--- config.mk ---
export PLATFORM = sky130hd
export DESIGN_NAME = tsm_timer_core
export DESIGN_NICKNAME = d
export VERILOG_FILES = /design/src/rtl/tsm_prescaler.v /design/src/rtl/tsm_ext_irq.v /design/src/rtl/tsm_timer_core.v
export VERILOG_INCLUDE_DIRS = /design/src /design/src/inc
export SDC_FILE = /design/constraint.sdc
export NUM_CORES = 1
export LEC_CHECK = 0
export BUFFER_PORTS_ARGS = -buffer_cell sky130_fd_sc_hd__buf_2
export CAP_MARGIN = 20
export CORE_ASPECT_RATIO = 0.7
export CORE_UTILIZATION = 50
export DETAILED_ROUTE_END_ITERATION = 6
export HOLD_SLACK_MARGIN = 0.06
export PLACE_DENSITY_LB_ADDON = 0.25
export SLEW_MARGIN = 20
export SYNTH_ARGS = -nofsm -noshare
export SYNTH_HDL_FRONTEND = slang
export SYNTH_SLANG_ARGS = --single-unit
--- constraint.sdc ---
create_clock -name mclk -period 2 [get_ports mclk]
set_input_delay 0 -clock mclk [delete_from_list [all_inputs] [get_ports mclk]]
set_output_delay 0 -clock mclk [all_outputs]
set_load 0.005 [all_outputs]
--- src/inc/tsm_map.vh ---
// constants, register map and field positions for the timer split-mode block
// Contract
// timer 0 mode 3 splits timer 0 into two separate 8-bit counters.
// low byte uses timer 0 run, counter select, gate and overflow flag.
// low byte counts the timer clock or external pin, per counter select.
// high byte is timer only, system or prescaled clock, never pin.
// high byte counts only while timer 1 run bit is set.
// high byte overflow sets timer 1 overflow flag and interrupt.
// timer 1 in modes 0-2 during split: no pin counting, no flag.
// timer 1 overflow pulse stays available for baud rate and ADC start.
// during split, timer 1 runs in modes 0-2 and stops in mode 3.
// hardware sets each overflow flag when its counter overflows.
// overflow flags cleared by software write or on interrupt vectoring.
// a timer is enabled by writing 1 to its run bit, gate permitting.
// type bit 0 selects level, 1 selects edge external interrupt detection.
// separate polarity bit sets active sense for edge and level detection.
// control register at 0x88, bit addressable, on every register page.
// external flag set on edge or level; auto clear on vector edge only.
// each timer has four modes: 13-bit, 16-bit, 8-bit reload, mode 3.
// clock select bit picks system clock, else prescaled clock.
// counter mode increments on each falling edge of the count pin.
// gate set: run bit and active external input; clear: run bit alone.
`ifndef TSM_MAP_VH
`define TSM_MAP_VH

`define TSM_ADDR_TIMER_CONTROL   8'h88
`define TSM_ADDR_TIMER_MODE_REGISTER   8'h89
`define TSM_ADDR_TL0    8'h8a
`define TSM_ADDR_TL1    8'h8b
`define TSM_ADDR_TH0    8'h8c
`define TSM_ADDR_TH1    8'h8d
`define TSM_ADDR_CLOCK_CONTROL_REGISTER  8'h8e

`define TSM_BYTE_ZERO   8'h00
`define TSM_BYTE_ONES   8'hff
`define TSM_BIT_ONE     8'h01
`define TSM_RST_BYTE    8'h00
`define TSM_RST_CNT     6'h00

`define TSM_TC_TF1      7
`define TSM_TC_TR1      6
`define TSM_TC_TF0      5
`define TSM_TC_TR0      4
`define TSM_TC_IE1      3
`define TSM_TC_IT1      2
`define TSM_TC_IE0      1
`define TSM_TC_IT0      0

`define TSM_TM_GATE1    7
`define TSM_TM_CT1      6
`define TSM_TM_M1_HI    5
`define TSM_TM_M1_LO    4
`define TSM_TM_TIMER0_GATE_ENABLE    3
`define TSM_TM_CT0      2
`define TSM_TM_M0_HI    1
`define TSM_TM_M0_LO    0

`define TSM_CK_T1SYS    3
`define TSM_CK_T0SYS    2
`define TSM_CK_SCA_HI   1
`define TSM_CK_SCA_LO   0

`define TSM_MODE_13     2'b00
`define TSM_MODE_16     2'b01
`define TSM_MODE_RLD    2'b10
`define TSM_MODE_SPLIT  2'b11

`define TSM_SCA_DIV12   2'b00
`define TSM_SCA_DIV4    2'b01
`define TSM_SCA_DIV48   2'b10
`define TSM_SCA_EXT8    2'b11
`define TSM_LAST_DIV12  6'h0b
`define TSM_LAST_DIV4   6'h03
`define TSM_LAST_DIV48  6'h2f
`define TSM_LAST_EXT8   6'h07

`define TSM_TL13_MSB    4
`define TSM_TL13_PAD    5

`endif

--- src/rtl/tsm_prescaler.v ---
// timer 0/1 clock prescaler producing a one-cycle count tick
`timescale 1ns/100ps
`include "tsm_map.vh"
module tsm_prescaler (
  input  wire       mclk,
  input  wire       rst,
  input  wire       ce,
  input  wire [1:0] sca,
  input  wire       ext_clk,
  output reg        tick
);
  reg  [5:0] cnt_reg;
  reg        ext_prev_reg;
  reg  [5:0] last;
  wire       ext_rise;
  wire       advance;

  assign ext_rise = ext_clk & ~ext_prev_reg;
  assign advance  = (sca == `TSM_SCA_EXT8) ? ext_rise : 1'b1;

  always @*
  begin
    case (sca)
      `TSM_SCA_DIV12: last = `TSM_LAST_DIV12;
      `TSM_SCA_DIV4:  last = `TSM_LAST_DIV4;
      `TSM_SCA_DIV48: last = `TSM_LAST_DIV48;
      default:        last = `TSM_LAST_EXT8;
    endcase
  end

  // >= keeps the divider sane after a scale change
  always @(posedge mclk or posedge rst)
  begin
    if (rst)
    begin
      cnt_reg      <= `TSM_RST_CNT;
      ext_prev_reg <= 1'b0;
      tick         <= 1'b0;
    end
    else if (ce)
    begin
      ext_prev_reg <= ext_clk;
      if (advance && (cnt_reg >= last))
      begin
        cnt_reg <= `TSM_RST_CNT;
        tick    <= 1'b1;
      end
      else if (advance)
      begin
        cnt_reg <= cnt_reg + 6'h01;
        tick    <= 1'b0;
      end
      else
        tick <= 1'b0;
    end
  end
endmodule

--- src/rtl/tsm_ext_irq.v ---
// one external interrupt input: polarity, edge/level detect and sticky flag
`timescale 1ns/100ps
module tsm_ext_irq (
  input  wire mclk,
  input  wire rst,
  input  wire ce,
  input  wire irq_pin,
  input  wire polarity,
  input  wire edge_mode,
  input  wire sw_wr,
  input  wire sw_val,
  input  wire vec_ack,
  output wire active,
  output reg  flag
);
  reg  act_prev_reg;
  wire act_edge;
  wire hw_set;
  wire clr;

  assign active   = polarity ? irq_pin : ~irq_pin;
  assign act_edge = active & ~act_prev_reg;
  assign hw_set   = edge_mode ? act_edge : active;
  assign clr      = (sw_wr & ~sw_val) | (vec_ack & edge_mode);

  always @(posedge mclk or posedge rst)
  begin
    if (rst)
    begin
      act_prev_reg <= 1'b0;
      flag         <= 1'b0;
    end
    else if (ce)
    begin
      act_prev_reg <= active;
      // hardware set beats a clear in the same cycle
      if (hw_set || (sw_wr && sw_val))
        flag <= 1'b1;
      else if (clr)
        flag <= 1'b0;
    end
  end
endmodule

--- src/rtl/tsm_timer_core.v ---
// timer 0/1 core with split mode, control register and external interrupts
`timescale 1ns/100ps
`include "tsm_map.vh"
module tsm_timer_core (
  input  wire       mclk,
  input  wire       rst,
  input  wire       ce,
  input  wire [7:0] sfr_addr,
  input  wire       sfr_wr,
  input  wire       sfr_rd,
  input  wire [7:0] sfr_wdata,
  output reg  [7:0] sfr_rdata,
  input  wire [7:0] bit_addr,
  input  wire       bit_wr,
  input  wire       bit_wdata,
  input  wire       timer0_count_pin,
  input  wire       timer1_count_pin,
  input  wire       ext_irq0_input,
  input  wire       ext_irq1_input,
  input  wire       ext_irq0_polarity,
  input  wire       ext_irq1_polarity,
  input  wire       ext_prescale_clk,
  input  wire       vec_timer0,
  input  wire       vec_timer1,
  input  wire       vec_ext0,
  input  wire       vec_ext1,
  output wire       timer0_irq,
  output wire       timer1_irq,
  output wire       ext_irq0_flag,
  output wire       ext_irq1_flag,
  output reg        timer1_ovf_pulse
);
  reg  [7:0]  timer_mode_register_reg;
  reg  [7:0]  clock_control_register_reg;
  reg  [7:0]  tl0_reg;
  reg  [7:0]  th0_reg;
  reg  [7:0]  tl1_reg;
  reg  [7:0]  th1_reg;
  reg         timer0_run;
  reg         timer1_run;
  reg         timer0_overflow_flag;
  reg         timer1_overflow_flag;
  reg         ext_irq0_type;
  reg         ext_irq1_type;
  reg         t0_pin_prev_reg;
  reg         t1_pin_prev_reg;
  reg  [7:0]  timer_control_view;
  reg  [7:0]  rdata_next;

  wire [7:0]  timer_control_we;
  wire [7:0]  timer_control_wv;
  wire        timer_control_byte_wr;
  wire        timer_control_bit_hit;
  wire        presc_tick;
  wire        ext0_active;
  wire        ext1_active;
  wire [1:0]  t0_mode;
  wire [1:0]  t1_mode;
  wire        split;
  wire        t0_fall;
  wire        t1_fall;
  wire        t0_timer_tick;
  wire        t1_timer_tick;
  wire        t0_run_ok;
  wire        t1_run_ok;
  wire        t0_inc;
  wire        th0_inc;
  wire        t1_inc;
  wire [16:0] t0_res;
  wire [16:0] t1_res;
  wire [8:0]  tl0_split_sum;
  wire [8:0]  th0_split_sum;
  wire        t0_ovf;
  wire        th0_ovf;
  wire        t1_ovf;
  wire        tf1_set;

  // one counting step of a timer in modes 0, 1 and 2; mode 3 holds
  function [16:0] tsm_step;
    input [15:0] v;
    input [1:0]  m;
    reg   [13:0] c13;
    reg   [8:0]  c8;
    reg   [16:0] c16;
    begin
      c13 = {1'b0, v[15:8], v[`TSM_TL13_MSB:0]} + 14'h0001;
      c8  = {1'b0, v[7:0]} + 9'h001;
      c16 = {1'b0, v} + 17'h0_0001;
      case (m)
        `TSM_MODE_13:
          tsm_step = {c13[13], c13[12:5], v[7:`TSM_TL13_PAD], c13[4:0]};
        `TSM_MODE_16:
          tsm_step = c16;
        `TSM_MODE_RLD:
          tsm_step = {c8[8], v[15:8], (c8[8] ? v[15:8] : c8[7:0])};
        default:
          tsm_step = {1'b0, v};
      endcase
    end
  endfunction

  // byte and bit writes to the control register
  assign timer_control_byte_wr = sfr_wr & (sfr_addr == `TSM_ADDR_TIMER_CONTROL);
  assign timer_control_bit_hit = bit_wr & (bit_addr[7:3] == `TSM_ADDR_TIMER_CONTROL >> 3);
  assign timer_control_we = timer_control_byte_wr ? `TSM_BYTE_ONES :
                   (timer_control_bit_hit ? (`TSM_BIT_ONE << bit_addr[2:0]) : `TSM_BYTE_ZERO);
  assign timer_control_wv = timer_control_byte_wr ? sfr_wdata : {8{bit_wdata}};

  tsm_prescaler u_presc (
    .mclk    (mclk),
    .rst     (rst),
    .ce      (ce),
    .sca     (clock_control_register_reg[`TSM_CK_SCA_HI:`TSM_CK_SCA_LO]),
    .ext_clk (ext_prescale_clk),
    .tick    (presc_tick)
  );

  tsm_ext_irq u_ext0 (
    .mclk      (mclk),
    .rst       (rst),
    .ce        (ce),
    .irq_pin   (ext_irq0_input),
    .polarity  (ext_irq0_polarity),
    .edge_mode (ext_irq0_type),
    .sw_wr     (timer_control_we[`TSM_TC_IE0]),
    .sw_val    (timer_control_wv[`TSM_TC_IE0]),
    .vec_ack   (vec_ext0),
    .active    (ext0_active),
    .flag      (ext_irq0_flag)
  );

  tsm_ext_irq u_ext1 (
    .mclk      (mclk),
    .rst       (rst),
    .ce        (ce),
    .irq_pin   (ext_irq1_input),
    .polarity  (ext_irq1_polarity),
    .edge_mode (ext_irq1_type),
    .sw_wr     (timer_control_we[`TSM_TC_IE1]),
    .sw_val    (timer_control_wv[`TSM_TC_IE1]),
    .vec_ack   (vec_ext1),
    .active    (ext1_active),
    .flag      (ext_irq1_flag)
  );

  assign t0_mode = timer_mode_register_reg[`TSM_TM_M0_HI:`TSM_TM_M0_LO];
  assign t1_mode = timer_mode_register_reg[`TSM_TM_M1_HI:`TSM_TM_M1_LO];
  assign split   = (t0_mode == `TSM_MODE_SPLIT);

  assign t0_fall = t0_pin_prev_reg & ~timer0_count_pin;
  assign t1_fall = t1_pin_prev_reg & ~timer1_count_pin;

  // system clock or prescaled tick
  assign t0_timer_tick = clock_control_register_reg[`TSM_CK_T0SYS] | presc_tick;
  assign t1_timer_tick = clock_control_register_reg[`TSM_CK_T1SYS] | presc_tick;

  // run enable: run bit, plus active external input when gate is set; timer 1 in split mode ignores both
  assign t0_run_ok = timer0_run & (~timer_mode_register_reg[`TSM_TM_TIMER0_GATE_ENABLE] | ext0_active);
  assign t1_run_ok = split ? (t1_mode != `TSM_MODE_SPLIT) :
                     (timer1_run & (~timer_mode_register_reg[`TSM_TM_GATE1] | ext1_active));

  assign t0_inc = t0_run_ok &
                  (timer_mode_register_reg[`TSM_TM_CT0] ? t0_fall : t0_timer_tick);
  assign th0_inc = split & timer1_run & t0_timer_tick;
  assign t1_inc = t1_run_ok & (t1_mode != `TSM_MODE_SPLIT) &
                  ((timer_mode_register_reg[`TSM_TM_CT1] & ~split) ? t1_fall : t1_timer_tick);

  assign t0_res = tsm_step({th0_reg, tl0_reg}, t0_mode);
  assign t1_res = tsm_step({th1_reg, tl1_reg}, t1_mode);
  assign tl0_split_sum = {1'b0, tl0_reg} + 9'h001;
  assign th0_split_sum = {1'b0, th0_reg} + 9'h001;

  assign t0_ovf  = t0_inc & (split ? tl0_split_sum[8] : t0_res[16]);
  assign th0_ovf = th0_inc & th0_split_sum[8];
  assign t1_ovf  = t1_inc & t1_res[16];
  assign tf1_set = split ? th0_ovf : t1_ovf;

  assign timer0_irq = timer0_overflow_flag;
  assign timer1_irq = timer1_overflow_flag;

  // mode and clock registers
  always @(posedge mclk or posedge rst)
  begin
    if (rst)
    begin
      timer_mode_register_reg  <= `TSM_RST_BYTE;
      clock_control_register_reg <= `TSM_RST_BYTE;
    end
    else if (ce)
    begin
      if (sfr_wr && (sfr_addr == `TSM_ADDR_TIMER_MODE_REGISTER))
        timer_mode_register_reg <= sfr_wdata;
      if (sfr_wr && (sfr_addr == `TSM_ADDR_CLOCK_CONTROL_REGISTER))
        clock_control_register_reg <= sfr_wdata;
    end
  end

  // control register bits; hardware set wins over any clear
  always @(posedge mclk or posedge rst)
  begin
    if (rst)
    begin
      timer0_run           <= 1'b0;
      timer1_run           <= 1'b0;
      ext_irq0_type        <= 1'b0;
      ext_irq1_type        <= 1'b0;
      timer0_overflow_flag <= 1'b0;
      timer1_overflow_flag <= 1'b0;
    end
    else if (ce)
    begin
      if (timer_control_we[`TSM_TC_TR0])
        timer0_run <= timer_control_wv[`TSM_TC_TR0];
      if (timer_control_we[`TSM_TC_TR1])
        timer1_run <= timer_control_wv[`TSM_TC_TR1];
      if (timer_control_we[`TSM_TC_IT0])
        ext_irq0_type <= timer_control_wv[`TSM_TC_IT0];
      if (timer_control_we[`TSM_TC_IT1])
        ext_irq1_type <= timer_control_wv[`TSM_TC_IT1];
      if (t0_ovf)
        timer0_overflow_flag <= 1'b1;
      else if (timer_control_we[`TSM_TC_TF0])
        timer0_overflow_flag <= timer_control_wv[`TSM_TC_TF0];
      else if (vec_timer0)
        timer0_overflow_flag <= 1'b0;
      if (tf1_set)
        timer1_overflow_flag <= 1'b1;
      else if (timer_control_we[`TSM_TC_TF1])
        timer1_overflow_flag <= timer_control_wv[`TSM_TC_TF1];
      else if (vec_timer1)
        timer1_overflow_flag <= 1'b0;
    end
  end

  // counters; a register write beats a count in the same cycle
  always @(posedge mclk or posedge rst)
  begin
    if (rst)
    begin
      tl0_reg          <= `TSM_RST_BYTE;
      th0_reg          <= `TSM_RST_BYTE;
      tl1_reg          <= `TSM_RST_BYTE;
      th1_reg          <= `TSM_RST_BYTE;
      t0_pin_prev_reg  <= 1'b0;
      t1_pin_prev_reg  <= 1'b0;
      timer1_ovf_pulse <= 1'b0;
    end
    else if (ce)
    begin
      t0_pin_prev_reg  <= timer0_count_pin;
      t1_pin_prev_reg  <= timer1_count_pin;
      timer1_ovf_pulse <= t1_ovf;
      if (sfr_wr && (sfr_addr == `TSM_ADDR_TL0))
        tl0_reg <= sfr_wdata;
      else if (t0_inc && split)
        tl0_reg <= tl0_split_sum[7:0];
      else if (t0_inc)
        tl0_reg <= t0_res[7:0];
      if (sfr_wr && (sfr_addr == `TSM_ADDR_TH0))
        th0_reg <= sfr_wdata;
      else if (th0_inc)
        th0_reg <= th0_split_sum[7:0];
      else if (t0_inc && !split)
        th0_reg <= t0_res[15:8];
      if (sfr_wr && (sfr_addr == `TSM_ADDR_TL1))
        tl1_reg <= sfr_wdata;
      else if (t1_inc)
        tl1_reg <= t1_res[7:0];
      if (sfr_wr && (sfr_addr == `TSM_ADDR_TH1))
        th1_reg <= sfr_wdata;
      else if (t1_inc)
        th1_reg <= t1_res[15:8];
    end
  end

  // read path
  always @*
  begin
    timer_control_view = `TSM_BYTE_ZERO;
    timer_control_view[`TSM_TC_TF1] = timer1_overflow_flag;
    timer_control_view[`TSM_TC_TR1] = timer1_run;
    timer_control_view[`TSM_TC_TF0] = timer0_overflow_flag;
    timer_control_view[`TSM_TC_TR0] = timer0_run;
    timer_control_view[`TSM_TC_IE1] = ext_irq1_flag;
    timer_control_view[`TSM_TC_IT1] = ext_irq1_type;
    timer_control_view[`TSM_TC_IE0] = ext_irq0_flag;
    timer_control_view[`TSM_TC_IT0] = ext_irq0_type;
    case (sfr_addr)
      `TSM_ADDR_TIMER_CONTROL:  rdata_next = timer_control_view;
      `TSM_ADDR_TIMER_MODE_REGISTER:  rdata_next = timer_mode_register_reg;
      `TSM_ADDR_TL0:   rdata_next = tl0_reg;
      `TSM_ADDR_TL1:   rdata_next = tl1_reg;
      `TSM_ADDR_TH0:   rdata_next = th0_reg;
      `TSM_ADDR_TH1:   rdata_next = th1_reg;
      `TSM_ADDR_CLOCK_CONTROL_REGISTER: rdata_next = clock_control_register_reg;
      default:         rdata_next = `TSM_BYTE_ZERO;
    endcase
  end

  always @(posedge mclk or posedge rst)
  begin
    if (rst)
      sfr_rdata <= `TSM_BYTE_ZERO;
    else if (ce && sfr_rd)
      sfr_rdata <= rdata_next;
  end
endmodule

==> results of run 1 <==
[worst paths after layout]
kind	from	cells after the start	slack, ns	to
max	timer_mode_register_reg[1]	8	0.04	th0_reg[7]
min	sfr_wdata[7]	3	0.08	tl0_reg[7]
max reg2reg	timer_mode_register_reg[1]	8	0.04	th0_reg[7]
min reg2reg	sfr_rdata[4]	2	0.47	sfr_rdata[4]
max in group asynchronous	rst	4	1.12	sfr_rdata[7]
min in group asynchronous	rst	3	0.15	u_presc.cnt_reg[3]
[Yosys cell counts, drive strengths merged, types with 11 or more instances]
master | instances | area share (%)
mux2 | 13 | 2.5
o31ai | 12 | 1.7
mux2i | 20 | 3.5
nand3 | 34 | 3.0
buf | 11 | 1.3
clkbuf | 30 | 2.0
o21ai | 67 | 5.8
inv | 24 | 1.6
a221oi | 17 | 2.6
nor2 | 50 | 3.3
ha | 15 | 3.3
nand2 | 80 | 5.2
a21oi | 45 | 3.9
dfrtp | 77 | 33
[metrics by stage]
step                setup WS (ns)  util [%]  cell area (um2)
floorplan                  0.0333         -             5750
global placement          -0.0579      60.2             6680
detailed placement        -0.0434      60.2             6680
CTS                       0.00117      63.8             7080
global route              -0.0754      65.7             7280
finish                     0.0450      65.7             7280
[critical path: cells and delay by family, from the launching register on]
kind	cells	cell delay [ns]
AO/OA/AOI/OAI	3	0.55
flip-flops	1	0.40
AND/OR/NAND/NOR	1	0.38
buffers and inverters	3	0.36
adder cells (fa/ha/maj)	1	0.19
[layer usage]
| metal | track usage [%] | vias up | routed length (um) |
|---|---|---|---|
| met5 | 0 | - | 0 |
| met4 | 10.3 | 0 | 487 |
| met2 | 49.3 | 447 | 8600 |
| met1 | 57.1 | 3124 | 9750 |
| li1 | - | 2874 | - |
| met3 | 9.74 | 65 | 2710 |
[report_power, final]
group	switching, mW	total (mW)	internal, mW	leakage [nW]
registers	0.161	1.87	1.71	0.985
clock network	0.775	1.65	0.873	0.137
logic	0.751	1.32	0.566	2.01
total	1.69	4.84	3.15	3.13
[cell type report]
| class | instances | area (um2) | area share (%) |
|---|---|---|---|
| multi-input combinational | 549 | 3680 | 50.6 |
| inverter | 24 | 93.8 | 1.29 |
| clock inverter | 7 | 63.8 | 0.876 |
| clock buffer | 9 | 225 | 3.09 |
| sequential | 77 | 1930 | 26.5 |
| tap | 153 | 191 | 2.63 |
| timing repair buffer | 160 | 1100 | 15.1 |
[timing repair]
action,in CTS,in global routing
pin swaps,1,6
setup buffers,0,7
resized for setup,5,34
hold buffers,10,0
endpoints found under the hold margin,85,0
setup endpoints to repair,8,34
[logic make-up (layout without fill, tap and decap cells)]
kind of cell,Yosys count,in the layout,synth area share [%]
compound gates,249,249,29.3
simple gates,239,239,20.9
flops,77,77,33.5
buf+inv,66,200,5.07
mux,33,33,6.02
fa+ha+maj,15,15,3.26
xor+xnor,13,13,1.98
==> results.ini, run 1 <==
[status]
status=complete, no violations

[sta]
whs_ns=0.0762
slew_viol_final=0
slew_headroom_pct=61.3
setup_viol=0
finalSetupTns_ns=0
fin_crit_sh_pct=97.8
skew_ns=0.0110
max_freq_ghz=0.512
rsz0062_at_grt=yes
fin_crit_ns=1.96
tightest_slew_ns=0.580
finalHoldViolations=0

[cts]
clk_path_buf_depth=2
clock_latency_ns=0.35
numCtsBuffers=9
root_buffer=clkbuf_16
clk_pin_slew_ns=0.07
cts.sinks=77
cts_tree=built
htreeDepth=3

[critical_path]
start_kind=flop
cp.required_ns=2.27
crit_type=reg2reg
crit_slowest_cell=dfrtp_1
endpoint_kind=flop
path_cells=buf_6 > clkinvlp_4 > ha_4 > inv_1 > or3_1 > a221oi_1 > o22ai_1 > o21ai_1
slowest_delay_ns=0.40
cp.arrival_ns=2.22
worstPathMaxFanout=6

[routing]
via_per_inst=6.65
wl_per_cell_um=22.0
vias=6510
drcViolationCount=0
initialDrtViolationCount=886
ant_nets=0
wl_mm=21.5
drt_pass1_iterations=5

[place]
gp_congestion=1.00
hpwl_mm=16.0
dp.cells=946
portBuffers=54

[die]
die_width_um=130
core-area_um2=11100
initial_core_util_pct=51.9
ios=55
dieArea_um2=11900
die_h_um=91.7
fp-row-count=32

[synthesis]
netlist-cell-type-count=79
ys_ff_latch=77
yosysWarningCount=0
async_reset_ff_share_pct=100
syn-instance-count=692
synth_area_um2=5750
synth.avg_cell_area_um2=8.31
synth_edf_count=0
synth_nets=749
ys_seq_area_share_pct=33.5
synth_top_flop_cell=dfrtp_1

[final_layout]
diodes=0
syn_to_final_growth_pct=26.6
drive_above_1_share_pct=27.8
fin_nets=878
final_common_cell=buf_4
layout_common_cells=buf_4, nand2_1, dfrtp_1
stdcell_count=979
n_fill_cell=945

[worst_hold_path]
min_path_type=in2reg

[power]
report.power.total_mw=4.84
p_leak_nw=3.13
power_density_nw_per_um2=664
vdd_ir_drop_max_mv=0.524

[global_routing]
grt_pass1_wl_mm=32.7
grt_use_total_pct=36.9
grt_pass1_vias=5871
grt_max_degree=34
antenna_found_initial=0
overflow=0

[run]
drv_cap=0

Note: power is estimated with default switching activity, not from simulation.
==> run 2: changes to the inputs <==
- SYNTH_HIERARCHICAL: not set -> 1
==> run 2 against run 1 <==
Effect of this change:
- the run now ends with negative setup slack left
- core utilization up 3.3 points
- count of clock-buffer cells in the layout up 1
- final cell count up 5.5%
- via count up 2.9%
- die area up 2.2%
- synthesized cell count up 5.3%
- fmax down 4.9%
- highest routed layer unchanged
==> results.ini, run 2 <==
[cts]
numCtsBuffers=9
clk_path_buf_depth=2
root_buffer=clkbuf_16
clock_latency_ns=0.34
cts_tree=built
cts.sinks=77
clk_pin_slew_ns=0.07
htreeDepth=3

[sta]
skew_ns=0.00663
fin_ws_ns=-0.0558
rsz0062_at_grt=yes
fin_crit_ns=2.06
slew_headroom_pct=66.0
slew_viol_final=0
finalHoldViolations=0
max_freq_ghz=0.486
setup_viol=6
tightest_slew_ns=0.510
fin_crit_sh_pct=103

[synthesis]
yosysWarningCount=6
yosysMostFrequentCell=nand2_1
synth_top_flop_cell=dfrtp_1
synth.avg_cell_area_um2=8.07
synth_top_area_share_pct=32.8
ys_ff_latch=77
synth_edf_count=0
async_reset_ff_share_pct=100
synth_area_um2=5880
synth_nets=786
synth_top_area_cell=dfrtp_1
syn-instance-count=729
ys_seq_area_share_pct=32.8
netlist-cell-type-count=77
yosys-top-cells-count=nand2_1, dfrtp_1, o21ai_0
synth_area_leaders=dfrtp_1, o21ai_0, nand2_1

[global_routing]
grt_pass1_vias=6135
overflow=0
grt_max_degree=66
grt_pass1_wl_mm=33.3
grt_use_total_pct=35.6
antenna_found_initial=0

[final_layout]
final_common_cell=buf_4
drive_above_1_share_pct=30.9
stdcell_count=1033
register_area_um2=1930
diodes=0
n_fill_cell=865
syn_to_final_growth_pct=31.4
fin_nets=932
multi_input_area_um2=3830
layout_common_cells=buf_4, nand2_1, dfrtp_1

[critical_path]
path_cells=ha_2 > inv_2 > a211oi_2 > a2111o_1 > o31a_1 > buf_6 > o32a_1
cp-startpoint=timer_mode_register_reg[1]
start_kind=flop
reg2reg_depth=7
crit_type=reg2reg
slowest_delay_ns=0.43
cp.arrival_ns=2.28
endpoint_kind=flop
r2r_start=timer_mode_register_reg[1]
r2r_slack_ns=-0.06
r2r_end=th1_reg[3]
worstPathMaxFanout=4
crit_slowest_cell=dfrtp_1
cp.required_ns=2.22

[worst_hold_path]
min_path_type=in2reg
whs_endpoint=u_ext0/act_prev_reg
min-delay-start=ext_irq0_input
min_path_cells=3

[status]
violations=negative setup slack
status=finished with violations

[routing]
via_per_inst=6.48
ant_nets=0
drcViolationCount=0
wl_per_cell_um=20.8
drt_pass1_iterations=6
wl_mm=21.5
vias=6698
initialDrtViolationCount=955

[run]
drv_cap=0

[die]
initial_core_util_pct=52.5
die_h_um=92.7
core-area_um2=11200
dieArea_um2=12200
fp-row-count=32
ios=55
die_width_um=132

[power]
vdd_ir_drop_max_mv=0.538
report.power.total_mw=4.81
power_density_nw_per_um2=623
p_leak_nw=3.23

[place]
gp_congestion=0.999
dp.cells=995
portBuffers=54
hpwl_mm=15.8

==> run 2: changes by cell type after synthesis, moves of 6 or more <==
cell / change
o211ai_1: -6
a221oi_1: -7
o221ai_1: -8
nand3_1: -8
a21o_1: -6
o21ai_0: +9
nor3_1: +8
nor2_1: +7
clkbuf_1: +13
a32oi_1: +6
mux2i_1: -12
a22o_1: +12
==> run 2: critical path, delay by kind of cell (launching register included) <==
family / cells / cell delay [ns]
AO/OA/AOI/OAI: 4 / 1.07
flip-flops: 1 / 0.43
buffers and inverters: 2 / 0.24
adder cells (fa/ha/maj): 1 / 0.21
==> run 2: layer usage <==
layer | GRT usage, % | routed length [um]
met1 | 50.3 | 9370
met2 | 51.5 | 8790
met3 | 11.2 | 2760
met4 | 10.4 | 545
met5 | 0 | 0
==> run 2: timing repair <==
action,4_1_cts,5_1_grt
pin swaps,9,9
hold buffers,15,0
resized for setup,16,35
endpoints found under the setup margin,14,24
buffers inserted,5,2
endpoints found under the hold margin,91,0
==> run 2: area by class of cell <==
type / count / share of cell area (%)
timing repair buffer: 188 / 17.3
sequential: 77 / 24.9
tap: 153 / 2.48
multi-input combinational: 570 / 49.6
inverter: 29 / 1.41
clock inverter: 6 / 1.21
clock buffer: 10 / 3.09
==> run 2: where the power goes <==
group / total [mW] / switching (mW) / internal (mW) / leakage, nW
clock network: 1.83 / 0.697 / 1.14 / 0.159
logic: 1.12 / 0.637 / 0.487 / 2.08
registers: 1.85 / 0.160 / 1.69 / 0.985
==> run 2: kinds of logic after synthesis <==
family                     count (synthesis)  share of synthesized area, %
buffers and inverters                     82                          5.57
muxes                                     25                          4.94
xor gates and xnor gates                  17                          2.79
AOI/OAI and AO/OA                        263                          29.7
DFF                                       77                          32.8
and+or+nand+nor                          250                          21.1
adders and majority gates                 15                          3.19
==> run 2: worst max-delay path by stage <==
stage	end	slack [ns]
after floorplan	timer1_irq	-0.03
after global placement	tl0_reg[4]	-0.07
after detailed placement	tl0_reg[4]	-0.13
after CTS	th1_reg[3]	-0.05
after global routing	th0_reg[5]	-0.13
final	th1_reg[3]	-0.06
==> run 2: through the flow <==
| step | worst slack [ns] | hold slack, ns | TNS, ns | instance area (um2) | utilization [%] |
|---|---|---|---|---|---|
| floorplan | -0.0268 | -0.259 | -0.0268 | 5900 | - |
| global placement | -0.0732 | -0.103 | -0.162 | 7000 | 62.4 |
| detailed placement | -0.133 | -0.100 | -0.690 | 7000 | 62.4 |
| CTS | -0.0519 | 0.0698 | -0.117 | 7570 | 67.6 |
| global route | -0.125 | 0.0817 | -1.11 | 7730 | 68.9 |
| finish | -0.0558 | 0.0772 | -0.155 | 7730 | 68.9 |
